## src/nalu_regs.vh

```
// shared constants for the nibble accumulator datapath
`ifndef NALU_REGS_VH
`define NALU_REGS_VH

// operation codes on op_code
`define NALU_OP_MEM_TO_WORK    5'h00
`define NALU_OP_WORK_TO_MEM    5'h01
`define NALU_OP_SHR_ZERO       5'h02
`define NALU_OP_SHR_ONE        5'h03
`define NALU_OP_SHL_ZERO       5'h04
`define NALU_OP_SHL_ONE        5'h05
`define NALU_OP_CARRY_FROM_MSB 5'h06
`define NALU_OP_FLAGS_TO_MEM   5'h07
`define NALU_OP_INC            5'h08
`define NALU_OP_DEC            5'h09
`define NALU_OP_ADC            5'h0A
`define NALU_OP_SUB_BORROW     5'h0B
`define NALU_OP_ADD            5'h0C
`define NALU_OP_SUB            5'h0D
`define NALU_OP_ADD_KEEP       5'h0E
`define NALU_OP_AND            5'h0F
`define NALU_OP_LOAD_PTR_HIGH  5'h10
`define NALU_OP_LOAD_PTR_LOW   5'h11

// working register window base (upper three address bits)
`define NALU_WORK_BASE_HI      3'h7

// flag nibble field positions
`define NALU_FLAG_CARRY_BIT    3
`define NALU_FLAG_ZERO_BIT     2

// reset values
`define NALU_ACC_RESET         4'h0
`define NALU_CARRY_RESET       1'b0
`define NALU_MEM_RESET         4'h0
`define NALU_PTR_RESET         8'h00

`endif

```

## src/nalu_adder.v

```verilog
// four-bit adder with carry in and carry out
`timescale 1ns/1ns

module nalu_adder #(
	parameter W = 4
) (
	// operands
	input  wire [W-1:0] a,
	input  wire [W-1:0] b,
	input  wire         cin,
	// result
	output wire [W-1:0] sum,
	output wire         cout
);

	wire [W:0] full;

	assign full = {1'b0, a} + {1'b0, b} + {{W{1'b0}}, cin};
	assign sum  = full[W-1:0];
	assign cout = full[W];

endmodule // nalu_adder

```

## src/nalu_index.v

```verilog
// eight-bit index pointer, loaded one nibble at a time
`timescale 1ns/1ns
`include "nalu_regs.vh"

module nalu_index (
	// clock and reset
	input  wire       clk,
	input  wire       reset_n,
	input  wire       clk_en,
	// nibble loads
	input  wire       load_high,
	input  wire       load_low,
	input  wire [3:0] nibble,
	// pointer
	output reg  [7:0] ptr
);

	always @(posedge clk or negedge reset_n) begin
		if (!reset_n) begin
			ptr <= `NALU_PTR_RESET;
		end else if (clk_en) begin
			if (load_high) begin
				ptr[7:4] <= nibble;
			end
			if (load_low) begin
				ptr[3:0] <= nibble;
			end
		end
	end

endmodule // nalu_index

```

## src/nalu_core.v

```verilog
// accumulator datapath with local data memory, moves, shifts and arithmetic
`timescale 1ns/1ns
`include "nalu_regs.vh"

//=============================================================
module nalu_core #(
	parameter AW    = 7,
	parameter DEPTH = 128
) (
	// clock and reset
	input  wire          clk,
	input  wire          reset_n,
	input  wire          clk_en,
	// operation request from decoder
	input  wire          op_valid,
	input  wire [4:0]    op_code,
	input  wire          op_indirect,
	input  wire          op_store,
	input  wire [AW-1:0] op_direct_addr,
	input  wire [3:0]    working_register_selector,
	// side port into data memory
	input  wire          ext_wr_en,
	input  wire [AW-1:0] ext_addr,
	input  wire [3:0]    ext_wr_data,
	output reg  [3:0]    ext_rd_data,
	// datapath state
	output reg  [3:0]    main_operand_register,
	output reg           carry_bit,
	output wire [7:0]    index_pointer,
	output reg           op_done
);

	//=============================================================
	// helpers

	function [AW-1:0] work_addr;
		input [3:0] sel;
		begin
			work_addr = {`NALU_WORK_BASE_HI, sel};
		end
	endfunction

	function is_alu_op;
		input [4:0] code;
		begin
			is_alu_op = (code >= `NALU_OP_INC) && (code <= `NALU_OP_AND);
		end
	endfunction

	//=============================================================
	// storage and signals

	reg  [3:0]    mem [0:DEPTH-1];
	reg  [AW-1:0] src_addr;
	reg  [AW-1:0] dst_addr;
	wire [3:0]    src_data;
	wire [AW-1:0] ptr_addr;
	wire          fire;
	reg  [3:0]    add_b;
	reg           add_cin;
	wire [3:0]    add_sum;
	wire          add_cout;
	reg  [3:0]    next_result;
	reg           next_carry;
	reg           mem_we;
	reg           acc_we;
	reg           carry_we;
	reg           load_high;
	reg           load_low;
	integer       i;

	assign fire     = op_valid && clk_en;
	// pointer bits above the memory depth are ignored
	assign ptr_addr = index_pointer[AW-1:0];
	assign src_data = mem[src_addr];

	//=============================================================
	// operand addressing

	always @* begin
		src_addr = op_direct_addr;
		dst_addr = op_direct_addr;
		case (op_code)
			`NALU_OP_MEM_TO_WORK: begin
				dst_addr = op_indirect ? ptr_addr : work_addr(working_register_selector);
			end
			`NALU_OP_WORK_TO_MEM: begin
				src_addr = op_indirect ? ptr_addr : work_addr(working_register_selector);
			end
			default: begin
				if (is_alu_op(op_code) && op_indirect) begin
					src_addr = ptr_addr;
					dst_addr = ptr_addr;
				end
			end
		endcase
	end

	//=============================================================
	// adder operand selection

	always @* begin
		add_b   = main_operand_register;
		add_cin = 1'b0;
		case (op_code)
			`NALU_OP_INC: begin
				add_b   = 4'h0;
				add_cin = 1'b1;
			end
			`NALU_OP_DEC: begin
				// minus one as plus all ones, so carry set means no borrow
				add_b   = 4'hF;
				add_cin = 1'b0;
			end
			`NALU_OP_ADC: begin
				add_cin = carry_bit;
			end
			`NALU_OP_SUB_BORROW: begin
				add_b   = ~main_operand_register;
				add_cin = carry_bit;
			end
			`NALU_OP_SUB: begin
				add_b   = ~main_operand_register;
				add_cin = 1'b1;
			end
			default: begin
				add_b   = main_operand_register;
				add_cin = 1'b0;
			end
		endcase
	end

	nalu_adder #(
		.W    (4)
	) u_adder (
		.a    (src_data),
		.b    (add_b),
		.cin  (add_cin),
		.sum  (add_sum),
		.cout (add_cout)
	);

	//=============================================================
	// result and write enables

	always @* begin
		next_result = src_data;
		next_carry  = carry_bit;
		mem_we      = 1'b0;
		acc_we      = 1'b0;
		carry_we    = 1'b0;
		load_high   = 1'b0;
		load_low    = 1'b0;
		case (op_code)
			`NALU_OP_MEM_TO_WORK, `NALU_OP_WORK_TO_MEM: begin
				next_result = src_data;
				mem_we      = 1'b1;
				acc_we      = 1'b1;
			end
			`NALU_OP_SHR_ZERO: begin
				next_result = {1'b0, src_data[3:1]};
				mem_we      = 1'b1;
				acc_we      = 1'b1;
			end
			`NALU_OP_SHR_ONE: begin
				next_result = {1'b1, src_data[3:1]};
				mem_we      = 1'b1;
				acc_we      = 1'b1;
			end
			`NALU_OP_SHL_ZERO: begin
				next_result = {src_data[2:0], 1'b0};
				mem_we      = 1'b1;
				acc_we      = 1'b1;
			end
			`NALU_OP_SHL_ONE: begin
				next_result = {src_data[2:0], 1'b1};
				mem_we      = 1'b1;
				acc_we      = 1'b1;
			end
			`NALU_OP_CARRY_FROM_MSB: begin
				next_carry = src_data[3];
				carry_we   = 1'b1;
			end
			`NALU_OP_FLAGS_TO_MEM: begin
				// zero test sees accumulator before the write
				next_result = 4'h0;
				next_result[`NALU_FLAG_CARRY_BIT] = carry_bit;
				next_result[`NALU_FLAG_ZERO_BIT]  = (main_operand_register == 4'h0);
				mem_we      = 1'b1;
				acc_we      = 1'b1;
			end
			`NALU_OP_INC, `NALU_OP_DEC: begin
				next_result = add_sum;
				next_carry  = add_cout;
				mem_we      = 1'b1;
				acc_we      = 1'b1;
				carry_we    = 1'b1;
			end
			`NALU_OP_ADC, `NALU_OP_SUB_BORROW, `NALU_OP_ADD, `NALU_OP_SUB: begin
				next_result = add_sum;
				next_carry  = add_cout;
				acc_we      = 1'b1;
				carry_we    = 1'b1;
				mem_we      = op_store;
			end
			`NALU_OP_ADD_KEEP: begin
				next_result = add_sum;
				acc_we      = 1'b1;
				mem_we      = op_store;
			end
			`NALU_OP_AND: begin
				next_result = src_data & main_operand_register;
				acc_we      = 1'b1;
				mem_we      = op_store;
			end
			`NALU_OP_LOAD_PTR_HIGH: begin
				load_high = 1'b1;
			end
			`NALU_OP_LOAD_PTR_LOW: begin
				load_low = 1'b1;
			end
			default: begin
				next_result = src_data;
			end
		endcase
	end

	//=============================================================
	// index pointer

	nalu_index u_index (
		.clk       (clk),
		.reset_n   (reset_n),
		.clk_en    (clk_en),
		.load_high (load_high && op_valid),
		.load_low  (load_low && op_valid),
		.nibble    (src_data),
		.ptr       (index_pointer)
	);

	//=============================================================
	// accumulator, carry, done

	always @(posedge clk or negedge reset_n) begin
		if (!reset_n) begin
			main_operand_register <= `NALU_ACC_RESET;
			carry_bit             <= `NALU_CARRY_RESET;
			op_done               <= 1'b0;
		end else if (clk_en) begin
			op_done <= op_valid;
			if (op_valid && acc_we) begin
				main_operand_register <= next_result;
			end
			if (op_valid && carry_we) begin
				carry_bit <= next_carry;
			end
		end
	end

	//=============================================================
	// data memory

	// an operation's write wins over the side port in the same cycle
	always @(posedge clk or negedge reset_n) begin
		if (!reset_n) begin
			for (i = 0; i < DEPTH; i = i + 1) begin
				mem[i] <= `NALU_MEM_RESET;
			end
		end else if (clk_en) begin
			if (fire && mem_we) begin
				mem[dst_addr] <= next_result;
			end else if (ext_wr_en) begin
				mem[ext_addr] <= ext_wr_data;
			end
		end
	end

	always @(posedge clk or negedge reset_n) begin
		if (!reset_n) begin
			ext_rd_data <= `NALU_MEM_RESET;
		end else if (clk_en) begin
			ext_rd_data <= mem[ext_addr];
		end
	end

endmodule // nalu_core

```

## config.mk

```make
export PLATFORM = sky130hd
export DESIGN_NAME = nalu_core
export DESIGN_NICKNAME = d
export VERILOG_FILES = /design/src/nalu_adder.v /design/src/nalu_index.v /design/src/nalu_core.v
export VERILOG_INCLUDE_DIRS = /design/src
export SDC_FILE = /design/constraint.sdc
export NUM_CORES = 2
export LEC_CHECK = 0
export BUFFER_PORTS_ARGS = -buffer_cell sky130_fd_sc_hd__buf_2
export CORE_MARGIN = 3
export CORE_UTILIZATION = 24
export CTS_CLUSTER_SIZE = 12
export DETAILED_ROUTE_END_ITERATION = 8
export PLACE_DENSITY = 0.35
export SETUP_SLACK_MARGIN = 0.2
export SYNTH_ARGS = -nofsm -noshare
export SYNTH_HDL_FRONTEND = slang
export SYNTH_SLANG_ARGS = --single-unit
```

## constraint.sdc

```tcl
create_clock -name clk -period 7.4 [get_ports clk]
set_clock_uncertainty 0.2 [all_clocks]
set_input_delay 0.37 -clock clk [delete_from_list [all_inputs] [get_ports clk]]
set_output_delay 0.37 -clock clk [all_outputs]
set_load 0.01 [all_outputs]
```

== Yosys cells after proc, flatten, opt, wreduce, memory -nomap -nowiden ==
Cells that the tools add are included.

* Bits of input ports: 34
* Word-level logic and storage cells: 220
* Output and inout bits: 18
* Bits in registers: 530

* Multiplexer cells: 27
* Bitwise logic cells: 5
* $lt $le $gt $ge: 7
* Equal/unequal tests: 17
* Add/subtract/negate cells: 2
* Reductions and logical operators: 28

{| class="wikitable"
|+ Operators by type and width
! kind !! count
|-
| $bwmux 512 || 2
|-
| $mux 512 || 2
|-
| $bmux 4 s7 || 2
|-
| $demux 4 s7 || 2
|-
| $eq 5x4->1 const B || 8
|-
| $pmux 4 s7 || 1
|-
| $pmux 7 s2 || 2
|-
| $ge 8x8->1 const B || 3
|-
| $mux 4 || 6
|-
| $not 7->8 || 3
|-
| $eq 5x3->1 const B || 4
|-
| $lt 8x1->1 const B || 2
|-
| $reduce_or 15->1 || 1
|-
| $mux 7 || 2
|-
| $reduce_or 7->1 || 2
|-
| $pmux 4 s3 || 1
|-
| $reduce_or 6->1 || 2
|-
| $eq 5x2->1 const B || 2
|-
| $eq 5x5->1 const B || 2
|-
| $logic_and 1x1->1 || 10
|-
| $reduce_or 9->1 || 1
|-
| $reduce_and 2->1 || 4
|-
| $pmux 1 s2 || 3
|-
| $reduce_or 2->1 || 3
|-
| 12 further kinds || 16
|}

== Longest topological paths before layout ==
* Depth in word-level cells: 14
* Gate-level depth with buffers: 27
* Gate-level depth less buffers: 18

== Cells and area by module ==
From an unflattened synthesis, not the netlist that was laid out.

* Cells, all modules: 3788
* Area, all modules: 32712.6 um2

{| class="wikitable"
|+ Modules (own cells, without submodules)
! module !! instances !! area an instance (um2) !! sequential area each (um2) !! cells an instance
|-
| nalu_core || 1 || 32271.0 || 13062.5 || 3754
|-
| nalu_index || 1 || 297.8 || 200.2 || 18
|-
| nalu_adder || 1 || 143.9 || 0.0 || 16
|}

== Worst setup path after synthesis ==
OpenSTA, ideal clock, no wires.

* Path kind: input to register
* Start: in op_code[1]
* End: reg mem[331] in the netlist's numbering
* Path slack: 1938 ps
* Stages: 25
* Data arrival time: 5127 ps
* Path buffers: 7
* Required time: 7064 ps
* Library setup time: 136 ps
* Path through: buf_6 -> or3_4 -> a211o_1 -> nor2_1 -> buf_4 -> buf_6 -> buf_2 -> mux2_2 -> o2111ai_1 -> a21oi_1 -> a311oi_1 -> and4bb_1 -> inv_2 -> fa_1 -> a21o_1 -> a21oi_1 -> xnor2_1 -> nand2_1 -> a221o_1 -> clkbuf_1 -> clkbuf_1 -> clkbuf_1 -> nor2_1 -> a221oi_1 -> o21ai_0

* Longest elaborated chain between the ends: 14

{| class="wikitable"
|+ RTL lines
! element !! RTL line !! text
|-
| start, declared || nalu_core.v:16 || <nowiki>input wire [4:0] op_code,</nowiki>
|-
| $ge 5x4->1 (no line) or $le 5x4->1 (tied branches) || - ||
|-
| $logic_and 1x1->1 || nalu_core.v:46 || <nowiki>is_alu_op = (code >= `NALU_OP_INC) && (code <= `NALU_OP_AND);</nowiki>
|-
| $logic_and 1x1->1 || nalu_core.v:91 || <nowiki>if (is_alu_op(op_code) && op_indirect) begin</nowiki>
|-
| $mux 7 || nalu_core.v:91 ||
|-
| $pmux 7 s2 * || nalu_core.v:83 || <nowiki>case (op_code)</nowiki>
|-
| $not 7->8 (implied by the code) * || nalu_core.v:75 || <nowiki>assign src_data = mem[src_addr];</nowiki>
|-
| $bmux 4 s7 * || nalu_core.v:75 ||
|-
| $mux 4 (implied by the code) * (2 in series) || nalu_core.v:75 ||
|-
| named net src_data[0] || nalu_core.v:56 || <nowiki>wire [3:0] src_data;</nowiki>
|-
| $add 4x4->5 * || nalu_adder.v:18 || <nowiki>assign full = {1'b0, a} + {1'b0, b} + {{W{1'b0}}, cin};</nowiki>
|-
| $add 5x1->5 * || nalu_adder.v:18 ||
|-
| $pmux 4 s7 * || nalu_core.v:154 || <nowiki>case (op_code)</nowiki>
|-
| $bwmux 512 * || nalu_core.v:271 || <nowiki>mem[dst_addr] <= next_result;</nowiki>
|-
| $mux 512 * || nalu_core.v:270 || <nowiki>if (fire && mem_we) begin</nowiki>
|-
| end signal, assigned by index || nalu_core.v:267 || <nowiki>mem[i] <= `NALU_MEM_RESET;</nowiki>
|-
| end signal, assigned by index || nalu_core.v:271 ||
|-
| end signal, assigned by index || nalu_core.v:273 || <nowiki>mem[ext_addr] <= ext_wr_data;</nowiki>
|-
| end, declared || nalu_core.v:53 || <nowiki>reg [3:0] mem [0:DEPTH-1];</nowiki>
|}

Mark *: on every way through the listed nets, which the timed path passes. The rest lies on a longest branch. The select of a mux whose other input is x is not followed.
A chain may end at the register's enable or synchronous reset.

== Worst setup path after layout ==
* Start: reg u_index.ptr[2]
* End: reg mem[27] in the netlist's numbering

* Longest elaborated chain between the ends: 11

{| class="wikitable"
|+ RTL lines
! element !! RTL line !! text
|-
| start, declared || nalu_index.v:15 || <nowiki>output reg [7:0] ptr</nowiki>
|-
| start signal, assigned || nalu_index.v:20 || <nowiki>ptr <= `NALU_PTR_RESET;</nowiki>
|-
| start signal, assigned || nalu_index.v:26 || <nowiki>ptr[3:0] <= nibble;</nowiki>
|-
| $mux 7 (on tied branches) || nalu_core.v:91, nalu_core.v:88 ||
|-
| $pmux 7 s2 * || nalu_core.v:83 ||
|-
| $not 7->8 (implied by the code) * || nalu_core.v:75 ||
|-
| $bmux 4 s7 * || nalu_core.v:75 ||
|-
| $mux 4 (implied by the code) * (2 in series) || nalu_core.v:75 ||
|-
| named net src_data[1] || nalu_core.v:56 ||
|-
| $add 4x4->5 * || nalu_adder.v:18 ||
|-
| $add 5x1->5 * || nalu_adder.v:18 ||
|-
| $pmux 4 s7 * || nalu_core.v:154 ||
|-
| $bwmux 512 * || nalu_core.v:271 ||
|-
| $mux 512 * || nalu_core.v:270 ||
|}

Marked as above.

==> impl_metrics.tcl <==
set metrics [dict create \
    insertion_delay_ps 690 \
    drt_iter0_markers 5484 \
    crit_path_max_fanout 23 \
    die_w_um 384 \
    cp.required_ps 7740 \
    num_rows 138 \
    synth.avg_cell_area_um2 8.77 \
    synth_top_family_by_area "compound AO/OA/AOI/OAI gates" \
    p_per_area_nw_per_um2 233 \
    clockBufferDepth 3 \
    multi_input_area_um2 19500 \
    period_minus_slack_ps 6940 \
    synth_seq_cells 530 \
    layout_commonest_cell "a22oi_1" \
    ios 52 \
    die_h_um 384 \
    place.gp.congestion 0.911 \
    worstHoldPathCells 3 \
    track_usage_pct 29.2 \
    synth.net_count 3951 \
    worst_ep_arrival_time_ps 7280 \
    grt_max_degree 148 \
    final-hold-violation-count 0 \
    antenna_found_initial 15 \
    die_area_um2 147000 \
    tritoncts "done" \
    cts_resized 0 \
    route.detailed.drc 0 \
    seq_area_frac_synth_pct 38.7 \
    utilization_pct 28.1 \
    max_freq_mhz 144 \
    portBuffers 51 \
    regArea_um2 13300 \
    h-tree-depth 3 \
    synth_edf_count 0 \
    initial_core_util_pct 24.2 \
    synth_ff_type "dfrtp_1" \
    synthMuxAreaShare_pct 3.96 \
    syn_to_final_growth_pct 16.2 \
    reg2reg_depth 19 \
    vias_per_cell 6.51 \
    cts_sinks 530 \
    drv_slew 0 \
    start_kind "flip-flop" \
    synthArstFlopShare_pct 100 \
    max_slew.worst_pin.slew_ps 1400 \
    max_slew_margin_pct 6.43 \
    clkTransAtPathRegs_ps 60 \
    grt_overflow 0 \
    hold_path.class "input port to flip-flop" \
    ys.warnings.count 0 \
    drt_wl_total_mm 222 \
    root_buffer "clkbuf_16" \
    power_leakage_nw 14.2 \
    first_pass_iters 8 \
    drive_above_1_share_pct 12.5 \
    dr_total_vias 37708 \
    synth-simple-area-share_pct 12.0 \
    fin_nets 3885 \
    rsz0062_at_grt "false" \
    cap_viol_max_count 0 \
    synth_compound_gate_area_share_pct 39.9 \
    yosysUniqueCellTypes 95 \
    grt_pass1_wl_mm 308 \
    synthCells 3912 \
    ir_worst_vdd_mv 0.186 \
    final_cell_mix "a22oi_1, o21ai_0, dfrtp_1" \
    fp.coreArea_um2 142000 \
    route.detailed.wl_per_inst_um 38.3 \
    worst_setup_path_end_kind "flip-flop" \
    fillers 15063 \
    final.setup.tns_ps 0 \
    worstSetupPathType "flip-flop to flip-flop" \
    antenna_left 0 \
    cts-buffers-inserted 72 \
    period_share_pct 93.8 \
    grt_pass1_vias 35789 \
    status "complete, no violations" \
    synthAdderAreaFrac_pct 0.226 \
    syn_area_um2 34300 \
    place_hpwl_mm 144 \
    synth-xor-area-share_pct 0.0511 \
    final-setup-viol-count 0 \
]
## critical path: stages, from the launching register on
cell and delay [ps]:
dfrtp_1 650, mux2i_1 240, o211ai_1 530, o21ai_4 420, nor2_1 1030, buf_4 280
a22oi_1 70, nand3_1 190, nand3_1 330, nor4_2 680, ha_1 340, a21o_1 180
a21oi_1 160, xnor2_1 140, nand2_1 110, a221o_4 630, buf_12 240, nor2_1 100
a221oi_1 60, o21ai_0 140
## what timing repair did
item,4_1_cts,5_1_grt
hold endpoints to repair,92,0
hold buffers,5,0
buffers inserted,0,0
## cells by family after synthesis
kind of cell,count (synthesis)
XOR/XNOR,2
multiplexers,108
AO/OA/AOI/OAI,1977
buffers and inverters,403
AND/OR/NAND/NOR,887
adder cells (fa/ha/maj),5
flip-flops,530
## cell type report
cell class | instances | area share [%]
tap | 1890 | 5.94
timing repair buffer | 253 | 5.70
clock inverter | 18 | 0.402
antenna | 6 | 0.0377
clock buffer | 107 | 5.55
multi-input combinational | 2979 | 49.0
sequential | 530 | 33.3
inverter | 10 | 0.0942
## stage by stage
| stage | power (W) | setup slack, ps | cell area (µm²) | instances | hold slack (ps) |
|---|---|---|---|---|---|
| after floorplan | 0.00438 | 1940 | 34300 | 3912 | -126 |
| after detailed placement | 0.00560 | 411 | 37400 | 5657 | 283 |
| after global routing | 0.00956 | 429 | 39800 | 5787 | 91.1 |
| after CTS | 0.00930 | 693 | 39800 | 5787 | 56.3 |
| final | 0.00928 | 460 | 39800 | 5793 | 88.1 |
| after global placement | 0.00562 | 369 | 37400 | 5657 | 257 |
## power by group
group / internal (W) / switching (W) / leakage [nW] / total, W
Clock: 0.00213 / 0.00153 / 1.18 / 0.00366
Sequential: 0.00313 / 0.000318 / 7.27 / 0.00344
Combinational: 0.000632 / 0.00154 / 5.79 / 0.00217
## state kept, by name, summed over array words and instances, names as in the netlist
signal / cells
ext_rd_data: 4
u_index.ptr: 8
carry_bit: 1
mem: 512
main_operand_register: 4
op_done: 1
## Yosys cell counts (all sizes together) (30+ instances only)
master    n  area, µm²
a31oi    59        369
a22oi   637       4790
o21ai   574       2870
clkbuf  291       1130
nor2    208        783
buf     102        621
and3     49        307
nor3     37        196
mux2i    54        541
a211oi  171       1330
mux2     36        409
a221oi  194       1720
dfrtp   530      13300
o31a     30        263
nand3   111        556
a22o     51        447
nand2   350       1320
a21oi    90        454
## worst paths after layout
| kind | startpoint | end | slack (ps) |
|---|---|---|---|
| worst max-delay path | u_index.ptr[2]$_DFFE_PN0P_ | mem[27]$_DFFE_PN0P_ | 460 |
| worst min-delay path | ext_wr_data[1] | mem[237]$_DFFE_PN0P_ | 90 |
| worst max register to register | u_index.ptr[2]$_DFFE_PN0P_ | mem[27]$_DFFE_PN0P_ | 460 |
| worst min register to register | u_index.ptr[7]$_DFFE_PN0P_ | u_index.ptr[7]$_DFFE_PN0P_ | 310 |
| max in group asynchronous | reset_n | mem[262]$_DFFE_PN0P_ | 5320 |
| min in group asynchronous | reset_n | mem[442]$_DFFE_PN0P_ | 160 |
## per-layer routing
metal	vias to the layer above	share of wire [%]	GRT usage [%]
li1	15496	-	-
met1	19502	44	41.3
met2	2258	42	42.1
met3	442	9.4	6.62
met4	10	4.8	13.2
met5	-	0.030	0
Power figures use the tool's default switching activity.
